[src/common/nfc_params.svh]
// Constants of the nibble to five-bit symbol codec.
// Assumes inclusion by the package and by the design files.
`ifndef NFC_PARAMS_SVH
`define NFC_PARAMS_SVH

// Data symbols, nibble n at bits [5n+4:5n]
`define NFC_ENC_TABLE 80'hef37a_bda72_7b96a_ad13e
`define NFC_SYM_W 5
`define NFC_NIB_W 4
`define NFC_NIB_CNT 16
`define NFC_SYM_IDLE 5'h1f
`define NFC_SYM_SSD1 5'h18
`define NFC_SYM_SSD2 5'h11
`define NFC_SYM_ESD1 5'h0d
`define NFC_SYM_ESD2 5'h07
`define NFC_SYM_TXERR 5'h04
`define NFC_NIB_PRE 4'h5
`define NFC_NIB_ZERO 4'h0
`define NFC_BUF_DEPTH 2

`endif

[src/common/nfc_pkg.sv]
// Types shared by the codec and its testbench.
// Assumes nfc_params.svh on the include path.
`include "nfc_params.svh"
package nfc_pkg;
   typedef enum logic [2:0] {
      CLS_DATA, CLS_IDLE, CLS_SSD1, CLS_SSD2, CLS_ESD1, CLS_ESD2, CLS_TXERR, CLS_INVALID
   } nfc_cls_t;
   typedef enum logic [1:0] {TX_IDLE, TX_SSD2, TX_DATA, TX_ESD2} nfc_tx_st_t;
   typedef enum logic [1:0] {RX_IDLE, RX_GOT_J, RX_FRAME, RX_GOT_T} nfc_rx_st_t;
   typedef struct packed {
      logic en;
      logic er;
      logic [`NFC_NIB_W-1:0] nib;
   } nfc_tx_nib_t;
   typedef struct packed {
      logic dv;
      logic er;
      logic sof;
      logic eof;
      logic [`NFC_NIB_W-1:0] nib;
   } nfc_rx_nib_t;
   typedef struct packed {
      nfc_cls_t cls;
      logic [`NFC_NIB_W-1:0] nib;
   } nfc_dec_t;
   typedef struct packed {
      nfc_tx_st_t tx_st;
      nfc_rx_st_t rx_st;
      nfc_rx_nib_t rx_out;
      nfc_cls_t rx_cls;
   } nfc_state_t;
endpackage

[src/hw/nfc_codec.sv]
// Nibble to five-bit symbol codec, transmit and receive paths.
// Assumes MAC nibbles and line symbols on the same 25 MHz clock.
// Contract
// - Encode all nibbles and controls; decode inverse
// - Fixed sixteen-entry data table, exact inverse
// - First frame nibble becomes 11000, recognised
// - Second nibble becomes 10001; pair means start
// - Append 01101 then 00111; recognised as end
// - Idle 11111 between frames; error 00100
// - Never emit undefined; decode them as invalid
`timescale 1ns/1ps
`include "nfc_params.svh"
module nfc_codec (
   input wire logic clock,                       // 25 MHz clock
   input wire logic rst,                         // Async reset, high
   input wire nfc_pkg::nfc_tx_nib_t tx_in,       // MAC transmit nibble
   output logic tx_ready,                        // Nibble taken this cycle
   output logic [`NFC_SYM_W-1:0] sym_out,        // Line transmit symbol
   output logic sym_valid,                       // Symbol available
   input wire logic sym_ready,                   // Line takes symbol
   input wire logic [`NFC_SYM_W-1:0] rx_sym,     // Line receive symbol
   input wire logic rx_sym_valid,                // Receive symbol present
   output nfc_pkg::nfc_rx_nib_t rx_out,          // MAC receive nibble
   output nfc_pkg::nfc_cls_t rx_class            // Class of last symbol
);
   localparam logic [`NFC_NIB_CNT*`NFC_SYM_W-1:0] ENC = `NFC_ENC_TABLE;

   nfc_pkg::nfc_state_t s_q, s_d;
   logic [`NFC_SYM_W-1:0] enc_sym;
   logic buf_rdy;
   nfc_pkg::nfc_dec_t dec;

   function automatic logic [`NFC_SYM_W-1:0] enc_nib(input logic [`NFC_NIB_W-1:0] n);
      enc_nib = ENC[n*`NFC_SYM_W +: `NFC_SYM_W];
   endfunction

   function automatic nfc_pkg::nfc_dec_t dec_sym(input logic [`NFC_SYM_W-1:0] y);
      nfc_pkg::nfc_dec_t r;
      r.cls = nfc_pkg::CLS_INVALID;
      r.nib = `NFC_NIB_ZERO;
      for (int i = 0; i < `NFC_NIB_CNT; i++) begin
         if (ENC[i*`NFC_SYM_W +: `NFC_SYM_W] == y) begin
            r.cls = nfc_pkg::CLS_DATA;
            r.nib = `NFC_NIB_W'(i);
         end
      end
      unique case (y)
         `NFC_SYM_IDLE: r.cls = nfc_pkg::CLS_IDLE;
         `NFC_SYM_SSD1: r.cls = nfc_pkg::CLS_SSD1;
         `NFC_SYM_SSD2: r.cls = nfc_pkg::CLS_SSD2;
         `NFC_SYM_ESD1: r.cls = nfc_pkg::CLS_ESD1;
         `NFC_SYM_ESD2: r.cls = nfc_pkg::CLS_ESD2;
         `NFC_SYM_TXERR: r.cls = nfc_pkg::CLS_TXERR;
         default: r.cls = r.cls;
      endcase
      return r;
   endfunction

   // Symbols queue here so a line stall loses nothing
   nfc_fifo #(.W(`NFC_SYM_W), .DEPTH(`NFC_BUF_DEPTH)) u_buf (
      .clock(clock),
      .rst(rst),
      .in_valid(1'b1),
      .in_ready(buf_rdy),
      .in_data(enc_sym),
      .out_valid(sym_valid),
      .out_ready(sym_ready),
      .out_data(sym_out)
   );

   assign tx_ready = buf_rdy;
   assign dec = dec_sym(rx_sym);
   assign rx_out = s_q.rx_out;
   assign rx_class = s_q.rx_cls;

   always_comb begin
      s_d = s_q;
      enc_sym = `NFC_SYM_IDLE;
      // Transmit: one symbol per accepted cycle
      unique case (s_q.tx_st)
         nfc_pkg::TX_IDLE: begin
            if (tx_in.en) begin
               enc_sym = `NFC_SYM_SSD1;
               if (buf_rdy) s_d.tx_st = nfc_pkg::TX_SSD2;
            end
         end
         nfc_pkg::TX_SSD2: begin
            enc_sym = `NFC_SYM_SSD2;
            if (buf_rdy) s_d.tx_st = nfc_pkg::TX_DATA;
         end
         nfc_pkg::TX_DATA: begin
            if (!tx_in.en) begin
               enc_sym = `NFC_SYM_ESD1;
               if (buf_rdy) s_d.tx_st = nfc_pkg::TX_ESD2;
            end else if (tx_in.er) begin
               enc_sym = `NFC_SYM_TXERR;
            end else begin
               enc_sym = enc_nib(tx_in.nib);
            end
         end
         nfc_pkg::TX_ESD2: begin
            enc_sym = `NFC_SYM_ESD2;
            if (buf_rdy) s_d.tx_st = nfc_pkg::TX_IDLE;
         end
      endcase
      // Receive: rx_out stands one cycle; rx_class holds
      s_d.rx_out = '0;
      if (rx_sym_valid) begin
         s_d.rx_cls = dec.cls;
         unique case (s_q.rx_st)
            nfc_pkg::RX_IDLE: begin
               if (dec.cls == nfc_pkg::CLS_SSD1) s_d.rx_st = nfc_pkg::RX_GOT_J;
            end
            nfc_pkg::RX_GOT_J: begin
               if (dec.cls == nfc_pkg::CLS_SSD2) begin
                  s_d.rx_st = nfc_pkg::RX_FRAME;
                  s_d.rx_out.dv = 1'b1;
                  s_d.rx_out.sof = 1'b1;
                  s_d.rx_out.nib = `NFC_NIB_PRE;
               end else begin
                  s_d.rx_st = nfc_pkg::RX_IDLE;
               end
            end
            nfc_pkg::RX_FRAME: begin
               if (dec.cls == nfc_pkg::CLS_DATA) begin
                  s_d.rx_out.dv = 1'b1;
                  s_d.rx_out.nib = dec.nib;
               end else if (dec.cls == nfc_pkg::CLS_ESD1) begin
                  s_d.rx_st = nfc_pkg::RX_GOT_T;
               end else if (dec.cls == nfc_pkg::CLS_IDLE) begin
                  s_d.rx_out.er = 1'b1;
                  s_d.rx_st = nfc_pkg::RX_IDLE;
               end else begin
                  s_d.rx_out.dv = 1'b1;
                  s_d.rx_out.er = 1'b1;
               end
            end
            nfc_pkg::RX_GOT_T: begin
               s_d.rx_st = nfc_pkg::RX_IDLE;
               if (dec.cls == nfc_pkg::CLS_ESD2) begin
                  s_d.rx_out.eof = 1'b1;
               end else begin
                  s_d.rx_out.er = 1'b1;
               end
            end
         endcase
      end
   end

   always_ff @(posedge clock or posedge rst) begin
      if (rst) begin
         s_q <= '{tx_st: nfc_pkg::TX_IDLE, rx_st: nfc_pkg::RX_IDLE,
                  rx_out: '0, rx_cls: nfc_pkg::CLS_IDLE};
      end else begin
         s_q <= s_d;
      end
   end

   logic tx_step;
   nfc_pkg::nfc_dec_t enc_chk;
   assign tx_step = buf_rdy;
   // Encoder output run back through the decoder
   assign enc_chk = dec_sym(enc_sym);
endmodule

[src/hw/nfc_fifo.sv]
// Small FIFO with valid/ready on both sides.
// Assumes one clock; in_ready low stalls the writer.
`timescale 1ns/1ps
`include "nfc_params.svh"
module nfc_fifo #(
   parameter int W = 5,
   parameter int DEPTH = 2
) (
   input wire logic clock,          // Clock
   input wire logic rst,            // Async reset, high
   input wire logic in_valid,       // Write request
   output logic in_ready,           // Room for a word
   input wire logic [W-1:0] in_data, // Write data
   output logic out_valid,          // Word available
   input wire logic out_ready,      // Reader takes word
   output logic [W-1:0] out_data    // Oldest word
);
   localparam int AW = (DEPTH > 1) ? $clog2(DEPTH) : 1;
   localparam int CW = $clog2(DEPTH + 1);
   typedef struct packed {
      logic [DEPTH-1:0][W-1:0] mem;
      logic [AW-1:0] rd;
      logic [AW-1:0] wr;
      logic [CW-1:0] cnt;
   } nfc_fifo_st_t;
   nfc_fifo_st_t s_q, s_d;
   logic push, pop;

   assign in_ready = (s_q.cnt != CW'(DEPTH));
   assign out_valid = (s_q.cnt != '0);
   assign out_data = s_q.mem[s_q.rd];
   assign push = in_valid && in_ready;
   assign pop = out_valid && out_ready;

   always_comb begin
      s_d = s_q;
      if (push) begin
         s_d.mem[s_q.wr] = in_data;
         s_d.wr = (s_q.wr == AW'(DEPTH - 1)) ? '0 : AW'(s_q.wr + 1'b1);
      end
      if (pop) begin
         s_d.rd = (s_q.rd == AW'(DEPTH - 1)) ? '0 : AW'(s_q.rd + 1'b1);
      end
      if (push && !pop) begin
         s_d.cnt = CW'(s_q.cnt + 1'b1);
      end else if (pop && !push) begin
         s_d.cnt = CW'(s_q.cnt - 1'b1);
      end
   end

   always_ff @(posedge clock or posedge rst) begin
      if (rst) begin
         s_q <= '0;
      end else begin
         s_q <= s_d;
      end
   end
endmodule

[config.mk]
export PLATFORM = sky130hd
export DESIGN_NAME = nfc_codec
export DESIGN_NICKNAME = d
export VERILOG_FILES = /design/src/common/nfc_pkg.sv /design/src/hw/nfc_codec.sv /design/src/hw/nfc_fifo.sv
export VERILOG_INCLUDE_DIRS = /design/src /design/src/common
export SDC_FILE = /design/constraint.sdc
export NUM_CORES = 1
export LEC_CHECK = 0
export ABC_CLOCK_PERIOD_IN_PS = 4000
export BUFFER_PORTS_ARGS = -buffer_cell sky130_fd_sc_hd__buf_2
export CORE_UTILIZATION = 60
export DETAILED_ROUTE_END_ITERATION = 12
export GPL_TIMING_DRIVEN = 0
export PLACE_DENSITY_LB_ADDON = 0.1
export SLEW_MARGIN = 5
export SYNTH_ARGS = -nofsm -noshare
export SYNTH_HDL_FRONTEND = slang
export SYNTH_SLANG_ARGS = --single-unit
[constraint.sdc]
create_clock -name clock -period 4 [get_ports clock]
set_input_delay 0.4 -clock clock [delete_from_list [all_inputs] [get_ports clock]]
set_output_delay 0.4 -clock clock [all_outputs]
set_load 0.03 [all_outputs]
==> impl_results.md <==
* Initial drt markers at slightly above 80
* Die height at 57.3 um
* Final net count at roughly 260
* Post-DR vias/cell at 5.58
* Net switching power at ~520 uW
* Clk sink count at 29
* Clk_lat worst skew at between 300 and 400 ps
* Clock Tree Buf Depth at 2
* Critical Path Max Stage Delay at approximately 370 ps
* Max_cap viols at 0
* Yosys cell types at 43
* Startpoint Class: flop
* Pre-CTS WS at roughly 2200 ps
* Synthesized area at 1840 um^2
* Leading area contributor after synthesis: dfrtp_1
* Leak at a little over 0.001 uW
* Share of the yosys chip area belonging to registers at between 30% and 40%
* Fraction of registers with async set/reset at 100%
* CTS tree: yes
* Yosys warns at 0
* Most common library cells after synthesis: 28 x dfrtp_1, 16 x nor2_1, 15 x nand2_1
* CP Data Required Time at roughly 3600 ps
* Worst-case vdd ir drop at 0.355 mV
* Hold Slack at approximately 300 ps
* Syn nets at around 220
* Drt pass-1 iters at 8
* Comb pwr share at between 40% and 50%
* Sw Ratio at just under 40%
* Final period util at between 40% and 50%
* P per Cell Area at roughly 630 nW/um^2
* Postcts setup bufs at 0
* Failing checks: DRC
* Clk_skew at between 6 and 7 ps
* ANT cells at 0
* CTS Root Cell: clkbuf_4
* HP Class: primary input to flop
* Setup violators final at 0
* Number of global-route vias before repair at approximately 1400
* EDFF count, synth at 0
* Antenna Nets Post-Route at 0
* Die X at approximately 57 um
* Crit path time final at 1890 ps
* Worst-Margin Slew at 1030 ps
* Area added between synthesis and finish at 14.1%
* Synth top area share at 38.1%
* Synth area leaders: dfrtp_1 38%, mux2_2 7.4%, ha_1 6.1%
* Fmax at between 0.5 and 0.6 GHz
* # port buffers at 27
* Internal power at between 700 and 800 uW
* Die ar. at 3290 um^2
* Slew headroom at 31.3%
* Data arrival at the endpoint of the critical path at roughly 1500 ps
* Core area at 2830 um^2
* Critical Path Fanout Max at 6
* Largest net degree at the start of global routing at 30
* Starting Density at ~65%
* Total GRT Usage at about 24%
* CP max-delay cell: mux2_2
* Hold buffers post-CTS at 0
* DR WL/cell at ~13 um
* Status: complete, but fails checks
* Post-route DRC at 3
* Clock share of power at around a fifth
* DRT Wirelength at 3510 um
* Layout cell share with drive strength beyond 1 at 30.9%
* Final hold violations at 0
* Worst-path clk slew at roughly 90 ps
* Slew Viols, Final at 0
* GP Congestion at between 0.8 and 0.9
* Average size of a mapped cell at roughly 9.3 um^2
* Gr ovfl total at 0
* Post-synth top flop: dfrtp_1
* Post-Syn Instances at about 200
* Post-DP HPWL at around 2600 um
* TritonCTS Buffers at 5
* Cell with the most instances after synthesis: dfrtp_1
* Final setup margin at 2110 ps
* Crit Path Class: flop to output pin
* Initial antenna violation count at 0
* Ports at 33
* CTS H-tree depth at 2
* CP Capture Type: output pin
* Final setup TNS at 0 ps
* Post-CTS sizing at 0
* Synth Register Bits at 29
* Part of the power in registers at between 30% and 40%
* Crit-path cells: clkbuf_1 > mux2_2 > buf_2
* FP Rows at 19
* First-pass GRT wire length at about 6000 um
* Via count at roughly 1500
* RSZ-0062 raised after global routing: no
flip-flops by register name, indices dropped and copies added (netlist names):
register and flops:
u_buf.s_q 14, rx_out 8, s_q 4, rx_class 3
cell type report:
type | count | area, um^2
buffer | 23 | 153
tap | 31 | 38.8
multi-input combinational | 135 | 916
clock buffer | 7 | 55.1
inverter | 11 | 41.3
fill | 218 | 733
sequential | 29 | 727
timing repair buffer | 27 | 135
clock inverter | 1 | 30.0
worst paths after layout:
check	startpoint	end	slack (ps)	cells after the start
min in group asynchronous	rst	u_buf.s_q[0]	320	2
worst max-delay path	u_buf.s_q[3]	sym_out[4]	2110	3
worst min register to register	u_buf.s_q[13]	u_buf.s_q[13]	480	2
max in group asynchronous	rst	rx_out[1]	3050	2
worst max register to register	s_q[13]	u_buf.s_q[5]	2200	6
worst min-delay path	sym_ready	u_buf.s_q[0]	310	2
power by group through the flow:
stage          Combinational, uW  Clock (uW)  Sequential [uW]
6_report                     629         246              438
5_1_grt                      699         267              449
4_1_cts                      633         252              438
3_5_place_dp                 629           0              445
3_3_place_gp                 608           0              435
2_1_floorplan                502           0              427
metal layers:
layer	vias up	routed length, um	track usage (%)
met2	35	1700	39.3
met1	686	1630	32.6
li1	747	-	-
met5	-	0	0
met4	0	48	8.01
met3	6	133	4.76
cell usage in the layout, fill, tap and decap left out, types with 9 or more instances in the layout:
cell and instances:
a21oi_1 14, buf_2 32, buf_4 14, dfrtp_1 28, ha_1 9, inv_1 11
mux2_2 12, nand2_1 15, nor2_1 16, o21ai_0 14
cell families after synthesis:
| logic type | Yosys count | synth area share, % |
|---|---|---|
| AO/OA/AOI/OAI | 47 | 16.2 |
| XOR/XNOR | 6 | 2.86 |
| adder cells (fa/ha/maj) | 9 | 6.13 |
| buffers and inverters | 34 | 10.6 |
| flip-flops | 29 | 39.6 |
| multiplexers | 14 | 8.45 |
| AND/OR/NAND/NOR | 59 | 16.2 |
metrics by stage:
step | utilization [%] | instances | cell area, um^2 | power (uW)
4_1_cts | 74.1 | 264 | 2100 | 1320
2_1_floorplan | - | 198 | 1840 | 929
5_1_grt | 74.1 | 264 | 2100 | 1410
6_report | 74.1 | 264 | 2100 | 1310
3_5_place_dp | 71.1 | 256 | 2010 | 1070
3_3_place_gp | 71.1 | 256 | 2010 | 1040
critical path, delay by kind of cell (launching register included):
family | cells | cell delay, ps
muxes | 1 | 370
buffers and inverters | 2 | 470
DFF | 1 | 330
Power figures use the tool's default switching activity.
